[src/rtl/aod_pkg.sv]
package aod_pkg;
	// channel count and record geometry
	localparam int NUM_CH = 4;
	localparam int DIAG_FULL_LEN = 20;
	localparam int DIAG_SHORT_LEN = 4;
	localparam logic [7:0] NUM_CH_BYTE = 8'h04;
	localparam logic [7:0] DIAG_BITS_BYTE = 8'h08;
	localparam logic [7:0] MODULE_INFO_RST = 8'h15;
	localparam logic [7:0] CHANNEL_KIND_RST = 8'h73;

	// record numbers on the parameter and diagnostic ports
	localparam logic [7:0] REC_PRM_BASE = 8'h00;
	localparam logic [7:0] REC_FN_CH0 = 8'h80;
	localparam logic [7:0] REC_DIAG_SHORT = 8'h00;
	localparam logic [7:0] REC_DIAG_FULL = 8'h01;
	localparam logic [4:0] IDX_PRM_WIRE_BREAK = 5'h01;

	// reset values of the parameter record
	localparam logic [7:0] WIRE_BREAK_EN_RST = 8'h00;
	localparam logic [7:0] FUNC_SEL_RST = 8'h31;
	localparam logic [3:0] WIRE_BREAK_EN_MASK = 4'hf;

	// function numbers
	localparam logic [7:0] FN_OFF = 8'hff;
	localparam logic [7:0] FN_0_20_NOM27648 = 8'h31;
	localparam logic [7:0] FN_0_20_NOM16384 = 8'h41;
	localparam logic [7:0] FN_4_20_NOM27648 = 8'h30;
	localparam logic [7:0] FN_4_20_NOM16384 = 8'h40;

	// code limits per format
	localparam logic signed [15:0] CODE_ZERO = 16'sh0000;
	localparam logic signed [15:0] CODE_MAX_27648 = 16'sh7eff;
	localparam logic signed [15:0] CODE_MAX_16384 = 16'sh5000;
	localparam logic signed [15:0] CODE_MIN_4MA_27648 = 16'she500;
	localparam logic signed [15:0] CODE_MIN_4MA_16384 = 16'shf000;

	// scale factors: microamps per code step, times 2^16
	localparam logic signed [17:0] K_20MA_27648 = 18'sh0b92f;
	localparam logic signed [17:0] K_20MA_16384 = 18'sh13880;
	localparam logic signed [17:0] K_16MA_27648 = 18'sh09426;
	localparam logic signed [17:0] K_16MA_16384 = 18'sh0fa00;
	localparam logic signed [15:0] OFFSET_4MA_UA = 16'sh0fa0;
	localparam logic signed [15:0] OFFSET_0MA_UA = 16'sh0000;

	// summary and other diagnostic byte fields
	localparam int SUM_MODULE_FAIL = 0;
	localparam int SUM_INTERNAL = 1;
	localparam int SUM_EXTERNAL = 2;
	localparam int SUM_CHANNEL = 3;
	localparam int SUM_AUX_MISSING = 4;
	localparam int SUM_PARAM = 7;
	localparam int MODINFO_CHAN_PRESENT = 4;
	localparam int INT_DIAG_OVERFLOW = 3;
	localparam int INT_COMM_ERROR = 4;
	localparam int CHANNEL_GROUP_ERRORS_PARAM = 0;
	localparam int CHANNEL_GROUP_ERRORS_WIRE_BREAK = 4;

	// microsecond tick
	localparam int CLK_MHZ = 250;
	localparam int TICK_US = 1;
	localparam int TICK_CYCLES = CLK_MHZ * TICK_US;
endpackage : aod_pkg

[src/rtl/aod_scaler.sv]
`timescale 1ns/1ps
module aod_scaler
	import aod_pkg::*;
(
	input wire logic clk_i,
	input wire logic rst_i,
	input wire logic [7:0] func_i,
	input wire logic [15:0] code_i,
	output logic [14:0] current_o,
	output logic active_o
);
	logic signed [15:0] code_s; // code as a signed value
	logic signed [15:0] lo_lim; // lowest accepted code
	logic signed [15:0] hi_lim; // highest accepted code
	logic signed [17:0] scale_k; // uA per step, fixed point
	logic signed [15:0] offset_ua; // 4 mA lift for live zero
	logic known_fn; // function number is a scaling format
	logic signed [15:0] code_c; // clamped code
	logic signed [33:0] prod; // scaled product
	logic signed [15:0] sum_ua; // target before final clamp
	logic [14:0] current_d;

	assign code_s = code_i;
	assign known_fn = (func_i == FN_0_20_NOM27648) || (func_i == FN_0_20_NOM16384)
		|| (func_i == FN_4_20_NOM27648) || (func_i == FN_4_20_NOM16384);
	// format selection
	assign lo_lim = (func_i == FN_4_20_NOM27648) ? CODE_MIN_4MA_27648 :
		(func_i == FN_4_20_NOM16384) ? CODE_MIN_4MA_16384 : CODE_ZERO;
	assign hi_lim = ((func_i == FN_0_20_NOM27648) || (func_i == FN_4_20_NOM27648))
		? CODE_MAX_27648 : CODE_MAX_16384;
	assign scale_k = (func_i == FN_0_20_NOM27648) ? K_20MA_27648 :
		(func_i == FN_0_20_NOM16384) ? K_20MA_16384 :
		(func_i == FN_4_20_NOM27648) ? K_16MA_27648 : K_16MA_16384;
	assign offset_ua = ((func_i == FN_4_20_NOM27648) || (func_i == FN_4_20_NOM16384))
		? OFFSET_4MA_UA : OFFSET_0MA_UA;
	// clamp below and above; the lowest accepted code ends at 0 mA
	assign code_c = (code_s < lo_lim) ? lo_lim : (code_s > hi_lim) ? hi_lim : code_s;
	assign prod = code_c * scale_k;
	// floor may land one step under zero at the lowest code; the sign test clamps it
	assign sum_ua = prod[31:16] + offset_ua;
	assign current_d = (!known_fn || sum_ua[15]) ? 15'h0000 : sum_ua[14:0];

	// registered target; unknown or off functions drive nothing
	always_ff @(posedge clk_i or posedge rst_i) begin
		if (rst_i) begin
			current_o <= 15'h0000;
			active_o <= 1'b0;
		end else begin
			current_o <= current_d;
			active_o <= known_fn;
		end
	end
endmodule : aod_scaler

[src/rtl/aod_top.sv]
`timescale 1ns/1ps
// Contract
// wire-break enable bits 0..3, upper reserved
// function FFh switches channel off
// 31h maps 0..27648 to 0..20 mA
// 41h maps 0..16384 to 0..20 mA
// 30h maps 0..27648 to 4..20 mA
// 40h maps 0..16384 to 4..20 mA
// no interrupt; errors light led, recorded
// parameter errors always, wire-break only enabled
// record 01h full, 00h first four
// summary byte error bit layout
// module information class 0101b, bit4
// internal byte overflow bit3, comm bit4
// constant bits-per-channel and channel count bytes
// channel group error bits 0..3
// per-channel byte: bit0 param, bit4 wire
// last four bytes hold event timestamp
// free 32-bit microsecond timer, wraps
// summary channel bit follows group byte
// reserved bits read zero, ignore writes
module aod_top
	import aod_pkg::*;
(
	input wire logic clk_i,
	input wire logic rst_i,
	// parameter record writes
	input wire logic prm_wr_i,
	input wire logic [7:0] prm_record_i,
	input wire logic [4:0] prm_index_i,
	input wire logic [7:0] prm_wdata_i,
	output logic prm_ack_o,
	output logic prm_err_o,
	// diagnostic record reads
	input wire logic diag_rd_i,
	input wire logic [7:0] diag_record_i,
	input wire logic [4:0] diag_index_i,
	output logic [7:0] diag_rdata_o,
	output logic diag_valid_o,
	output logic diag_err_o,
	// output codes, one per channel
	input wire logic [15:0] code0_i,
	input wire logic [15:0] code1_i,
	input wire logic [15:0] code2_i,
	input wire logic [15:0] code3_i,
	// status from the analog side
	input wire logic [3:0] open_load_i,
	input wire logic aux_supply_ok_i,
	input wire logic comm_error_i,
	// drive stage targets
	output logic [14:0] current0_o,
	output logic [14:0] current1_o,
	output logic [14:0] current2_o,
	output logic [14:0] current3_o,
	output logic [3:0] chan_active_o,
	// indicators
	output logic [3:0] chan_led_o,
	output logic group_led_o
);
	////////////////////////////////////////////////////////////////////////
	// parameter storage
	logic [3:0] wbe_q; // wire-break enables
	logic [7:0] fn_q [NUM_CH]; // function numbers
	logic prm_ack_q;
	logic prm_err_q;
	logic is_prm_base; // write targets the base record
	logic is_fn_rec; // write targets a function record
	logic [1:0] fn_ch; // channel addressed by the record
	logic prm_ok; // write accepted

	assign is_prm_base = (prm_record_i == REC_PRM_BASE) && (prm_index_i <= IDX_PRM_WIRE_BREAK);
	assign is_fn_rec = (prm_record_i[7:2] == REC_FN_CH0[7:2]) && (prm_index_i == 5'h00);
	assign fn_ch = prm_record_i[1:0];
	assign prm_ok = is_prm_base || is_fn_rec;

	// base record: byte 0 is reserved, writes to it are dropped
	always_ff @(posedge clk_i or posedge rst_i) begin
		if (rst_i) begin
			wbe_q <= WIRE_BREAK_EN_RST[3:0];
		end else if (prm_wr_i && is_prm_base && (prm_index_i == IDX_PRM_WIRE_BREAK)) begin
			wbe_q <= prm_wdata_i[3:0] & WIRE_BREAK_EN_MASK;
		end
	end

	// function numbers; any byte is stored, bad ones flagged later
	always_ff @(posedge clk_i or posedge rst_i) begin
		if (rst_i) begin
			for (int i = 0; i < NUM_CH; i++) begin
				fn_q[i] <= FUNC_SEL_RST;
			end
		end else if (prm_wr_i && is_fn_rec) begin
			fn_q[fn_ch] <= prm_wdata_i;
		end
	end

	// write answer, one cycle after the strobe
	always_ff @(posedge clk_i or posedge rst_i) begin
		if (rst_i) begin
			prm_ack_q <= 1'b0;
			prm_err_q <= 1'b0;
		end else begin
			prm_ack_q <= prm_wr_i;
			prm_err_q <= prm_wr_i && !prm_ok;
		end
	end
	assign prm_ack_o = prm_ack_q;
	assign prm_err_o = prm_err_q;

	////////////////////////////////////////////////////////////////////////
	// channel scaling
	logic [15:0] codes [NUM_CH];
	logic [14:0] cur [NUM_CH];
	logic [3:0] active;

	assign codes[0] = code0_i;
	assign codes[1] = code1_i;
	assign codes[2] = code2_i;
	assign codes[3] = code3_i;

	for (genvar g = 0; g < NUM_CH; g++) begin : g_ch
		aod_scaler u_scaler (
			.clk_i(clk_i),
			.rst_i(rst_i),
			.func_i(fn_q[g]),
			.code_i(codes[g]),
			.current_o(cur[g]),
			.active_o(active[g])
		);
	end
	assign current0_o = cur[0];
	assign current1_o = cur[1];
	assign current2_o = cur[2];
	assign current3_o = cur[3];
	assign chan_active_o = active;

	////////////////////////////////////////////////////////////////////////
	// error detection
	logic [3:0] prm_bad; // function number not supported
	logic [3:0] wb_err; // reported wire breaks
	logic aux_missing;

	for (genvar g = 0; g < NUM_CH; g++) begin : g_err
		// FFh is a legal choice, not a parameter fault
		assign prm_bad[g] = !((fn_q[g] == FN_OFF) || (fn_q[g] == FN_0_20_NOM27648)
			|| (fn_q[g] == FN_0_20_NOM16384) || (fn_q[g] == FN_4_20_NOM27648)
			|| (fn_q[g] == FN_4_20_NOM16384));
		// an off channel has no load to lose
		assign wb_err[g] = open_load_i[g] && wbe_q[g] && (fn_q[g] != FN_OFF) && !prm_bad[g];
	end
	assign aux_missing = !aux_supply_ok_i;

	////////////////////////////////////////////////////////////////////////
	// microsecond timer
	logic [7:0] div_q; // cycles within one microsecond
	logic [31:0] us_q; // free-running ticker
	logic tick;

	assign tick = (div_q == 8'(TICK_CYCLES - 1));

	// divider and ticker; natural wrap after all ones
	always_ff @(posedge clk_i or posedge rst_i) begin
		if (rst_i) begin
			div_q <= 8'h00;
			us_q <= 32'h0000_0000;
		end else begin
			div_q <= tick ? 8'h00 : div_q + 8'h01;
			if (tick) begin
				us_q <= us_q + 32'h0000_0001;
			end
		end
	end

	////////////////////////////////////////////////////////////////////////
	// diagnostic events and timestamp
	logic [9:0] evt_vec; // every error source in one word
	logic [9:0] evt_prev_q;
	logic new_evt; // some source went from clear to set
	logic pend_q; // event not yet read out
	logic ovf_q; // event arrived while one was pending
	logic [31:0] stamp_q;
	logic ack_rd; // read of byte 0 acknowledges the event

	assign evt_vec = {comm_error_i, aux_missing, wb_err, prm_bad};
	assign new_evt = |(evt_vec & ~evt_prev_q);
	assign ack_rd = diag_rd_i && (diag_index_i == 5'h00)
		&& ((diag_record_i == REC_DIAG_FULL) || (diag_record_i == REC_DIAG_SHORT));

	// event capture; a new event beats a clearing read
	always_ff @(posedge clk_i or posedge rst_i) begin
		if (rst_i) begin
			evt_prev_q <= 10'h000;
			pend_q <= 1'b0;
			ovf_q <= 1'b0;
			stamp_q <= 32'h0000_0000;
		end else begin
			evt_prev_q <= evt_vec;
			if (new_evt) begin
				stamp_q <= us_q;
				pend_q <= 1'b1;
				ovf_q <= pend_q || (ovf_q && !ack_rd);
			end else if (ack_rd) begin
				pend_q <= 1'b0;
				ovf_q <= 1'b0;
			end
		end
	end

	////////////////////////////////////////////////////////////////////////
	// diagnostic record assembly
	logic [7:0] ch_byte [NUM_CH]; // per-channel error bytes
	logic [3:0] grp_err;
	logic [7:0] int_byte;
	logic [7:0] sum_byte;
	logic [7:0] modinfo_byte;
	logic [7:0] rec_bytes [DIAG_FULL_LEN];
	logic int_err;

	for (genvar g = 0; g < NUM_CH; g++) begin : g_chb
		assign ch_byte[g] = {3'b000, wb_err[g], 3'b000, prm_bad[g]};
		assign grp_err[g] = |ch_byte[g];
	end
	assign int_byte = {3'b000, comm_error_i, ovf_q, 3'b000};
	assign int_err = |int_byte;
	// module failure: no drive possible without the auxiliary supply
	assign sum_byte = {|prm_bad, 2'b00, aux_missing, |grp_err, |wb_err, int_err,
		aux_missing | int_err};
	assign modinfo_byte = {3'b000, MODULE_INFO_RST[MODINFO_CHAN_PRESENT], MODULE_INFO_RST[3:0]};

	assign rec_bytes[0] = sum_byte;
	assign rec_bytes[1] = modinfo_byte;
	assign rec_bytes[2] = 8'h00;
	assign rec_bytes[3] = int_byte;
	assign rec_bytes[4] = CHANNEL_KIND_RST;
	assign rec_bytes[5] = DIAG_BITS_BYTE;
	assign rec_bytes[6] = NUM_CH_BYTE;
	assign rec_bytes[7] = {4'h0, grp_err};
	assign rec_bytes[8] = ch_byte[0];
	assign rec_bytes[9] = ch_byte[1];
	assign rec_bytes[10] = ch_byte[2];
	assign rec_bytes[11] = ch_byte[3];
	assign rec_bytes[12] = 8'h00;
	assign rec_bytes[13] = 8'h00;
	assign rec_bytes[14] = 8'h00;
	assign rec_bytes[15] = 8'h00;
	assign rec_bytes[16] = stamp_q[7:0];
	assign rec_bytes[17] = stamp_q[15:8];
	assign rec_bytes[18] = stamp_q[23:16];
	assign rec_bytes[19] = stamp_q[31:24];

	////////////////////////////////////////////////////////////////////////
	// diagnostic read port
	logic rd_full; // index inside the full record
	logic rd_short; // index inside the short record
	logic rd_ok;
	logic [7:0] rd_byte;
	logic [7:0] rdata_q;
	logic rvalid_q;
	logic rerr_q;

	assign rd_full = (diag_record_i == REC_DIAG_FULL) && (diag_index_i < 5'(DIAG_FULL_LEN));
	assign rd_short = (diag_record_i == REC_DIAG_SHORT)
		&& (diag_index_i < 5'(DIAG_SHORT_LEN));
	assign rd_ok = rd_full || rd_short;
	assign rd_byte = rd_ok ? rec_bytes[diag_index_i] : 8'h00;

	// one-cycle read answer; refused reads return zero and an error
	always_ff @(posedge clk_i or posedge rst_i) begin
		if (rst_i) begin
			rdata_q <= 8'h00;
			rvalid_q <= 1'b0;
			rerr_q <= 1'b0;
		end else begin
			rvalid_q <= diag_rd_i;
			rerr_q <= diag_rd_i && !rd_ok;
			if (diag_rd_i) begin
				rdata_q <= rd_byte;
			end
		end
	end
	assign diag_rdata_o = rdata_q;
	assign diag_valid_o = rvalid_q;
	assign diag_err_o = rerr_q;

	////////////////////////////////////////////////////////////////////////
	// indicators; status only, no interrupt line exists
	logic [3:0] led_q;
	logic grp_led_q;

	always_ff @(posedge clk_i or posedge rst_i) begin
		if (rst_i) begin
			led_q <= 4'h0;
			grp_led_q <= 1'b0;
		end else begin
			led_q <= grp_err;
			grp_led_q <= |sum_byte;
		end
	end
	assign chan_led_o = led_q;
	assign group_led_o = grp_led_q;
endmodule : aod_top

[config.mk]
export PLATFORM = sky130hd
export DESIGN_NAME = aod_top
export DESIGN_NICKNAME = d
export VERILOG_FILES = /design/src/rtl/aod_pkg.sv /design/src/rtl/aod_scaler.sv /design/src/rtl/aod_top.sv
export SDC_FILE = /design/constraint.sdc
export NUM_CORES = 2
export LEC_CHECK = 0
export BUFFER_PORTS_ARGS = -buffer_cell sky130_fd_sc_hd__buf_2
export CAP_MARGIN = 40
export CORE_UTILIZATION = 60
export DETAILED_ROUTE_END_ITERATION = 7
export PLACE_DENSITY = 0.77
export SLEW_MARGIN = 10
export SYNTH_ARGS = -nofsm -noshare
export SYNTH_HDL_FRONTEND = slang
export SYNTH_SLANG_ARGS = --single-unit
[constraint.sdc]
create_clock -name clk_i -period 12.8 [get_ports clk_i]
set_input_delay 2.56 -clock clk_i [delete_from_list [all_inputs] [get_ports clk_i]]
set_output_delay 2.56 -clock clk_i [all_outputs]
set_load 0.005 [all_outputs]
## Word level (Yosys, flattened, before mapping)

Index checks and enable logic that the tools add are counted.

- Bits in registers: 201
- Input port bits: 108
- Output and inout port bits: 81
- Logic and storage cells: 230

- Add/sub/neg operators: 6
- Multipliers: 4
- Order comparisons: 14
- Eq/ne operators: 28
- Mux-type cells: 51
- Bitwise gates (word level): 5
- Reduce and logical (&&, ||, !) cells: 96

Operator list:

| operator | count |
|---|---|
| 2-to-1 mux 16 bit | 16 |
| 2-to-1 mux 18 bit | 8 |
| multiplier 16 x 18 -> 32 bit | 4 |
| 2-to-1 mux 15 bit | 8 |
| adder 16 bit | 4 |
| == test 8 x 6 -> 1 bit (second input constant) | 8 |
| == test 8 x 7 -> 1 bit (second input constant) | 8 |
| greater-than comparator 16 bit | 4 |
| < comparator 16 bit | 4 |
| 2-to-1 mux 14 bit | 4 |
| 2-to-1 mux 12 bit | 4 |
| logical OR 1 bit | 44 |
| binary-select mux 8 bit (select 5 bit) | 1 |
| == test 8 bit (second input constant) | 5 |
| 2-to-1 mux 8 bit | 5 |
| adder 32 x 1 -> 32 bit (second input constant) | 1 |
| bitwise mux 32 bit | 1 |
| != test 8 bit (second input constant) | 4 |
| logical AND 1 bit | 25 |
| demux 8 bit (select 2 bit) | 1 |
| logical NOT 8 bit | 2 |
| logical NOT 1 bit | 12 |
| OR reduction 12 bit | 1 |
| AND 10 bit | 1 |
| 21 further kinds | 29 |

## Logic depth before layout (Yosys ltp)

- Word-level depth: 11
- Mapped depth: 54
- Gate-level depth less buffers: 51

## Cells and area by module

Synthesis repeated with hierarchy kept, for this count alone.

- Cells, all modules: 4,907
- Area total of the unflattened synthesis: 44,549.0 µm²

Modules (own cells, without submodules):

| module | times used | cells each | area each (µm²) | sequential area each (µm²) |
|---|---|---|---|---|
| aod_scaler (g_ch[1].u_scaler) | 1 | 1,124 | 9,735.6 | 400.4 |
| aod_scaler (g_ch[3].u_scaler) | 1 | 1,105 | 9,542.9 | 400.4 |
| aod_scaler (g_ch[0].u_scaler) | 1 | 1,075 | 9,514.1 | 400.4 |
| aod_scaler (g_ch[2].u_scaler) | 1 | 1,092 | 9,479.1 | 400.4 |
| aod_top | 1 | 511 | 6,277.3 | 3,443.3 |

## Worst setup path after synthesis

No wires, ideal clock.

- Kind: input to register
- Start: in code0_i[13]
- End: reg g_ch[0].u_scaler.current_o[3]
- Arrival: 11,834 ps
- Data required time: 12,728 ps
- Setup slack: 894 ps
- Stages: 46
- Path buffers: 4
- Cells stage by stage: ha_1 -> nand2_1 -> or3_1 -> a211o_1 -> a31oi_4 -> clkbuf_1 -> clkbuf_1 -> nor2_1 -> nor2_1 -> inv_1 -> nor2_1 -> fa_1 -> inv_1 -> fa_1 -> fa_1 -> inv_1 -> fa_1 -> fa_1 -> [10 not listed] -> o31ai_1 -> nand3_1 -> nand2_1 -> xor2_1 -> ha_1 -> ha_1 -> a21o_1 -> a21oi_1 -> o21bai_1 -> a21oi_1 -> o21bai_1 -> and3_1 -> and4_1 -> o21ai_1 -> or3b_1 -> buf_2 -> buf_6 -> nor2_1

- Longest elaborated chain between the ends: 7

RTL lines:

| element | RTL line | RTL |
|---|---|---|
| from (decl) | aod_top.sv:42 | `input wire logic [15:0] code0_i,` |
| greater-than comparator 16 bit | aod_scaler.sv:37 | `assign code_c = (code_s < lo_lim) ? lo_lim : (code_s > hi_lim) ? hi_lim : code_s;` |
| 2-to-1 mux 16 bit | aod_scaler.sv:37 |  |
| 2-to-1 mux 16 bit * | aod_scaler.sv:37 |  |
| multiplier 16 x 18 -> 32 bit * | aod_scaler.sv:38 | `assign prod = code_c * scale_k;` |
| adder 16 bit * | aod_scaler.sv:40 | `assign sum_ua = prod[31:16] + offset_ua;` |
| logical OR 1 bit | aod_scaler.sv:41 | `assign current_d = (!known_fn \|\| sum_ua[15]) ? 15'h0000 : sum_ua[14:0];` |
| 2-to-1 mux 15 bit * | aod_scaler.sv:41 |  |
| via g_ch[0].u_scaler.current_d[3] | aod_scaler.sv:21 | `logic [14:0] current_d;` |
| to (signal assigned) | aod_scaler.sv:49 | `current_o <= current_d;` |
| to (decl) | aod_scaler.sv:9 | `output logic [14:0] current_o,` |

The timed path passes the listed nets; every way through them passes the cells marked *.
A chain may end at the register's enable or synchronous reset.

## Worst setup path in the final report

- Start: reg fn_q[31] (netlist bit)
- End: reg g_ch[0].u_scaler.current_o[12]

- Longest elaborated chain between the ends: 10

RTL lines:

| element | RTL line | RTL |
|---|---|---|
| from (decl) | aod_top.sv:63 | `logic [7:0] fn_q [NUM_CH];` |
| from (signal, indexed assignment) | aod_top.sv:92 | `fn_q[fn_ch] <= prm_wdata_i;` |
| == test 8 x 6 -> 1 bit (on tied branches) | n/a |  |
| logical OR 1 bit | aod_scaler.sv:29 | `assign hi_lim = ((func_i == FN_0_20_NOM27648) \|\| (func_i == FN_4_20_NOM27648))` |
| 2-to-1 mux 14 bit | aod_scaler.sv:30 | `? CODE_MAX_27648 : CODE_MAX_16384;` |
| greater-than comparator 16 bit | aod_scaler.sv:37 |  |
| 2-to-1 mux 16 bit (2 in a row) | aod_scaler.sv:37 |  |
| multiplier 16 x 18 -> 32 bit | aod_scaler.sv:38 |  |
| adder 16 bit | aod_scaler.sv:40 |  |
| logical OR 1 bit | aod_scaler.sv:41 |  |
| 2-to-1 mux 15 bit * | aod_scaler.sv:41 |  |
| via g_ch[0].u_scaler.current_d[12] | aod_scaler.sv:21 |  |

Marks and branches as above.

==> flow_metrics.env <==
export IMPL_use_met2_pct=52.54
export IMPL_seqCellArea_sq_um=5045
export IMPL_setup_viol_count_final=0
export IMPL_cts_max_path_buffers=3
export IMPL_synth_edf_count=0
export IMPL_clock_fmax_mhz=82.61
export IMPL_synth_cells=4729
export IMPL_cpPeakStageDelay_ns=0.58
export IMPL_synth_seq_cells=201
export IMPL_synth_area_leaders="fa_1, ha_1, inv_1"
export IMPL_yosys_area_top_type="fa_1"
export IMPL_cts_tree="built"
export IMPL_area_growth_pct=7.530
export IMPL_synth_most_common_cell="inv_1"
export IMPL_clock_latency_ns=0.57
export IMPL_routabilityCongestion=1.003
export IMPL_ioPinCount=189
export IMPL_multi_input_area_sq_um=32650
export IMPL_grt_use_total_pct=32.53
export IMPL_initial_core_util_pct=60.87
export IMPL_antenna_found_initial=3
export IMPL_num_rows=97
export IMPL_grt_ovfl_total=0
export IMPL_status="finished clean"
export IMPL_holdWs_ns=0.4847
export IMPL_wl_per_cell_um=18.86
export IMPL_yosysSeqAreaShare_pct=11.79
export IMPL_first_iter_violations=2256
export IMPL_grt_busiest_layer="met2"
export IMPL_ir_drop_v=0.0002650
export IMPL_syn_area_per_cell_sq_um=9.044
export IMPL_drc=0
export IMPL_setup_worst_path_start_class="flop"
export IMPL_dp_hpwl_mm=97.43
export IMPL_die_width_um=269.0
export IMPL_reg2reg_from="fn_q[31]$_DFFE_PP0P_"
export IMPL_final_layout_size_suffix_gt1_share_pct=9.774
export IMPL_wirelength_mm=111.2
export IMPL_drt_pass1_iterations=8
export IMPL_worstPathMaxFanout=21
export IMPL_dieArea_sq_um=72360
export IMPL_crit_path_frequent_cell="inv_1"
export IMPL_cts_clk_slew_worst_paths_ns=0.07
export IMPL_fillers=5883
export IMPL_syn_area_sq_um=42770
export IMPL_synthFlopType="dfrtp_1"
export IMPL_synth_cell_types=93
export IMPL_worst_setup_path_type="flop to flop"
export IMPL_rsz0062_at_grt="yes"
export IMPL_r2r_end="g_ch[0].u_scaler.current_o[12]$_DFF_PP0_"
export IMPL_ys_warnings_count=0
export IMPL_maxSlewHeadroom_pct=39.28
export IMPL_slowest_stage="or4_4"
export IMPL_ff2ff_setup_slack_ns=0.69
export IMPL_synth_top_area_share_pct=32.58
export IMPL_grt_max_degree=123
export IMPL_leakagePower_uw=0.02605
export IMPL_maxSlewViolCount=0
export IMPL_grt_pass1_wl_mm=181.5
export IMPL_finalHoldViolCount=0
export IMPL_hp_class="flop to flop"
export IMPL_htreeDepth=1
export IMPL_final_nets=6373
export IMPL_r2r_worst_path_cells=52
export IMPL_tightest_slew_ns=0.9108
export IMPL_setup_tns_ns=0
export IMPL_power_density_nw_per_um2=179.7
export IMPL_first_global_vias=34160
export IMPL_routed_via_density=5.560
export IMPL_period_needed_ns=12.11
export IMPL_postCtsHoldBufs=0
export IMPL_cts_root_buf="clkbuf_16"
export IMPL_use_met3_pct=4.475
export IMPL_cts_sinks=201
export IMPL_cp_data_required_time_ns=13.25
export IMPL_yosys_top_cells_count="inv_1, fa_1, ha_1"
export IMPL_cts_made_buffers=24
export IMPL_port_buffers=188
export IMPL_core_area_sq_um=70270
export IMPL_grtUsageMet1_pct=45.37
export IMPL_drv_cap=0
export IMPL_fin_crit_sh_pct=94.57
export IMPL_min_from="div_q[7]$_DFF_PP0_"
export IMPL_cp_data_arrival_time_ns=12.56
export IMPL_die_height_um=269.0
export IMPL_clock_skew_ns=0.04380
export IMPL_cp_end_kind="flop"
export IMPL_ant_nets=0
export IMPL_num_vias=32770
export IMPL_synth_net_count=6168
export IMPL_async_reset_ff_share_pct=100.0
export IMPL_holdPathStages=1
export IMPL_holdPathEnd="div_q[7]$_DFF_PP0_"
-- worst max-delay path, delay by kind of cell, from the launching register on --
kind                     cells  cell delay (ns)
AND/OR/NAND/NOR             15             3.10
buffers and inverters       12             1.68
flip-flops                   1             0.39
AO/OA/AOI/OAI               14             2.69
XOR/XNOR                     1             0.07
adder cells (fa/ha/maj)     10             4.06
-- cell usage in the layout (no fill, tap or decap), drive strengths merged, types with 55 or more instances in the layout --
| cell | count |
|---|---|
| a21oi | 174 |
| nand3 | 62 |
| inv | 1272 |
| a21o | 75 |
| nand2 | 286 |
| mux2 | 68 |
| buf | 270 |
| xnor2 | 98 |
| nor2 | 445 |
| o21ai | 104 |
| fa | 696 |
| nor3 | 55 |
| ha | 635 |
| dfrtp | 189 |
-- state kept, by name, summed over array words and instances, names as in the netlist, 4 cells and up --
| name | flops |
|---|---|
| div_q | 8 |
| us_q | 32 |
| g_ch.u_scaler.active_o | 4 |
| fn_q | 32 |
| wbe_q | 4 |
| diag_rdata_o | 8 |
| evt_prev_q | 10 |
| chan_led_o | 4 |
| g_ch.u_scaler.current_o | 60 |
| stamp_q | 32 |
-- through the flow --
| step | utilization, % | total power [uW] | area (sq um) | instances | worst slack, ns |
|---|---|---|---|---|---|
| 6_report | 65.45 | 8267 | 45990 | 5894 | 0.6944 |
| 5_1_grt | 65.44 | 9280 | 45990 | 5892 | -0.03232 |
| 4_1_cts | 65.32 | 8260 | 45900 | 5890 | 0.3748 |
| 3_5_place_dp | 64.24 | 7495 | 45140 | 5846 | -0.002558 |
| 3_3_place_gp | 64.18 | 7461 | 45100 | 5842 | 0.2579 |
| 2_1_floorplan | - | 5903 | 42770 | 4729 | 0.8936 |
-- power breakdown --
part	total [uW]	leakage, uW	switching, uW	internal, uW
Combinational	6970	0.0230	4080	2890
Sequential	639	0.00268	1.42	638
Clock	656	0.000365	302	355
Total	8270	0.0260	4390	3880
-- per-layer routing --
| metal | up-vias | wire (um) |
|---|---|---|
| li1 | 15150 | - |
| met4 | 2 | 4190 |
| met5 | - | 13 |
| met3 | 261 | 8915 |
| met1 | 16040 | 47020 |
| met2 | 1317 | 51020 |
-- timing repair --
| item | in CTS | in global routing |
|---|---|---|
| setup endpoints to repair | 0 | 57 |
| gates resized for setup | 0 | 15 |
| buffers inserted | 0 | 1 |
-- how the worst max path moves through the flow --
stage,start,slack [ns],end
2_1_floorplan,code0_i[13],0.89,g_ch[0].u_scaler.current_o[3]$_DFF_PP0_
3_3_place_gp,code2_i[11],0.26,g_ch[2].u_scaler.current_o[9]$_DFF_PP0_
3_5_place_dp,code2_i[11],-0.003,g_ch[2].u_scaler.current_o[9]$_DFF_PP0_
4_1_cts,fn_q[31]$_DFFE_PP0P_,0.37,g_ch[0].u_scaler.current_o[12]$_DFF_PP0_
5_1_grt,fn_q[31]$_DFFE_PP0P_,-0.03,g_ch[0].u_scaler.current_o[12]$_DFF_PP0_
6_report,fn_q[31]$_DFFE_PP0P_,0.69,g_ch[0].u_scaler.current_o[12]$_DFF_PP0_
-- cells by family (layout without fill, tap and decap cells) --
kind of cell	after synthesis	count (layout)	synth area share, %
other cells	0	2	0
mux	81	81	2.387
compound gates	519	519	7.781
fa+ha+maj	1331	1331	51.15
buf+inv	1360	1583	12.03
simple gates	1086	1086	11.72
xor+xnor	151	151	3.124
flops	201	201	11.79
-- layout make-up --
class                   count  area share (%)
repair buffers            270           3.455
clock buffers              27           1.330
well taps                 940           2.557
flip-flops and latches    201           10.97
diodes                      2         0.01088
multi-input cells        3168           70.98
inverters                1269           10.37
clock inverters            17          0.3237
Power figures use the tool's default switching activity.
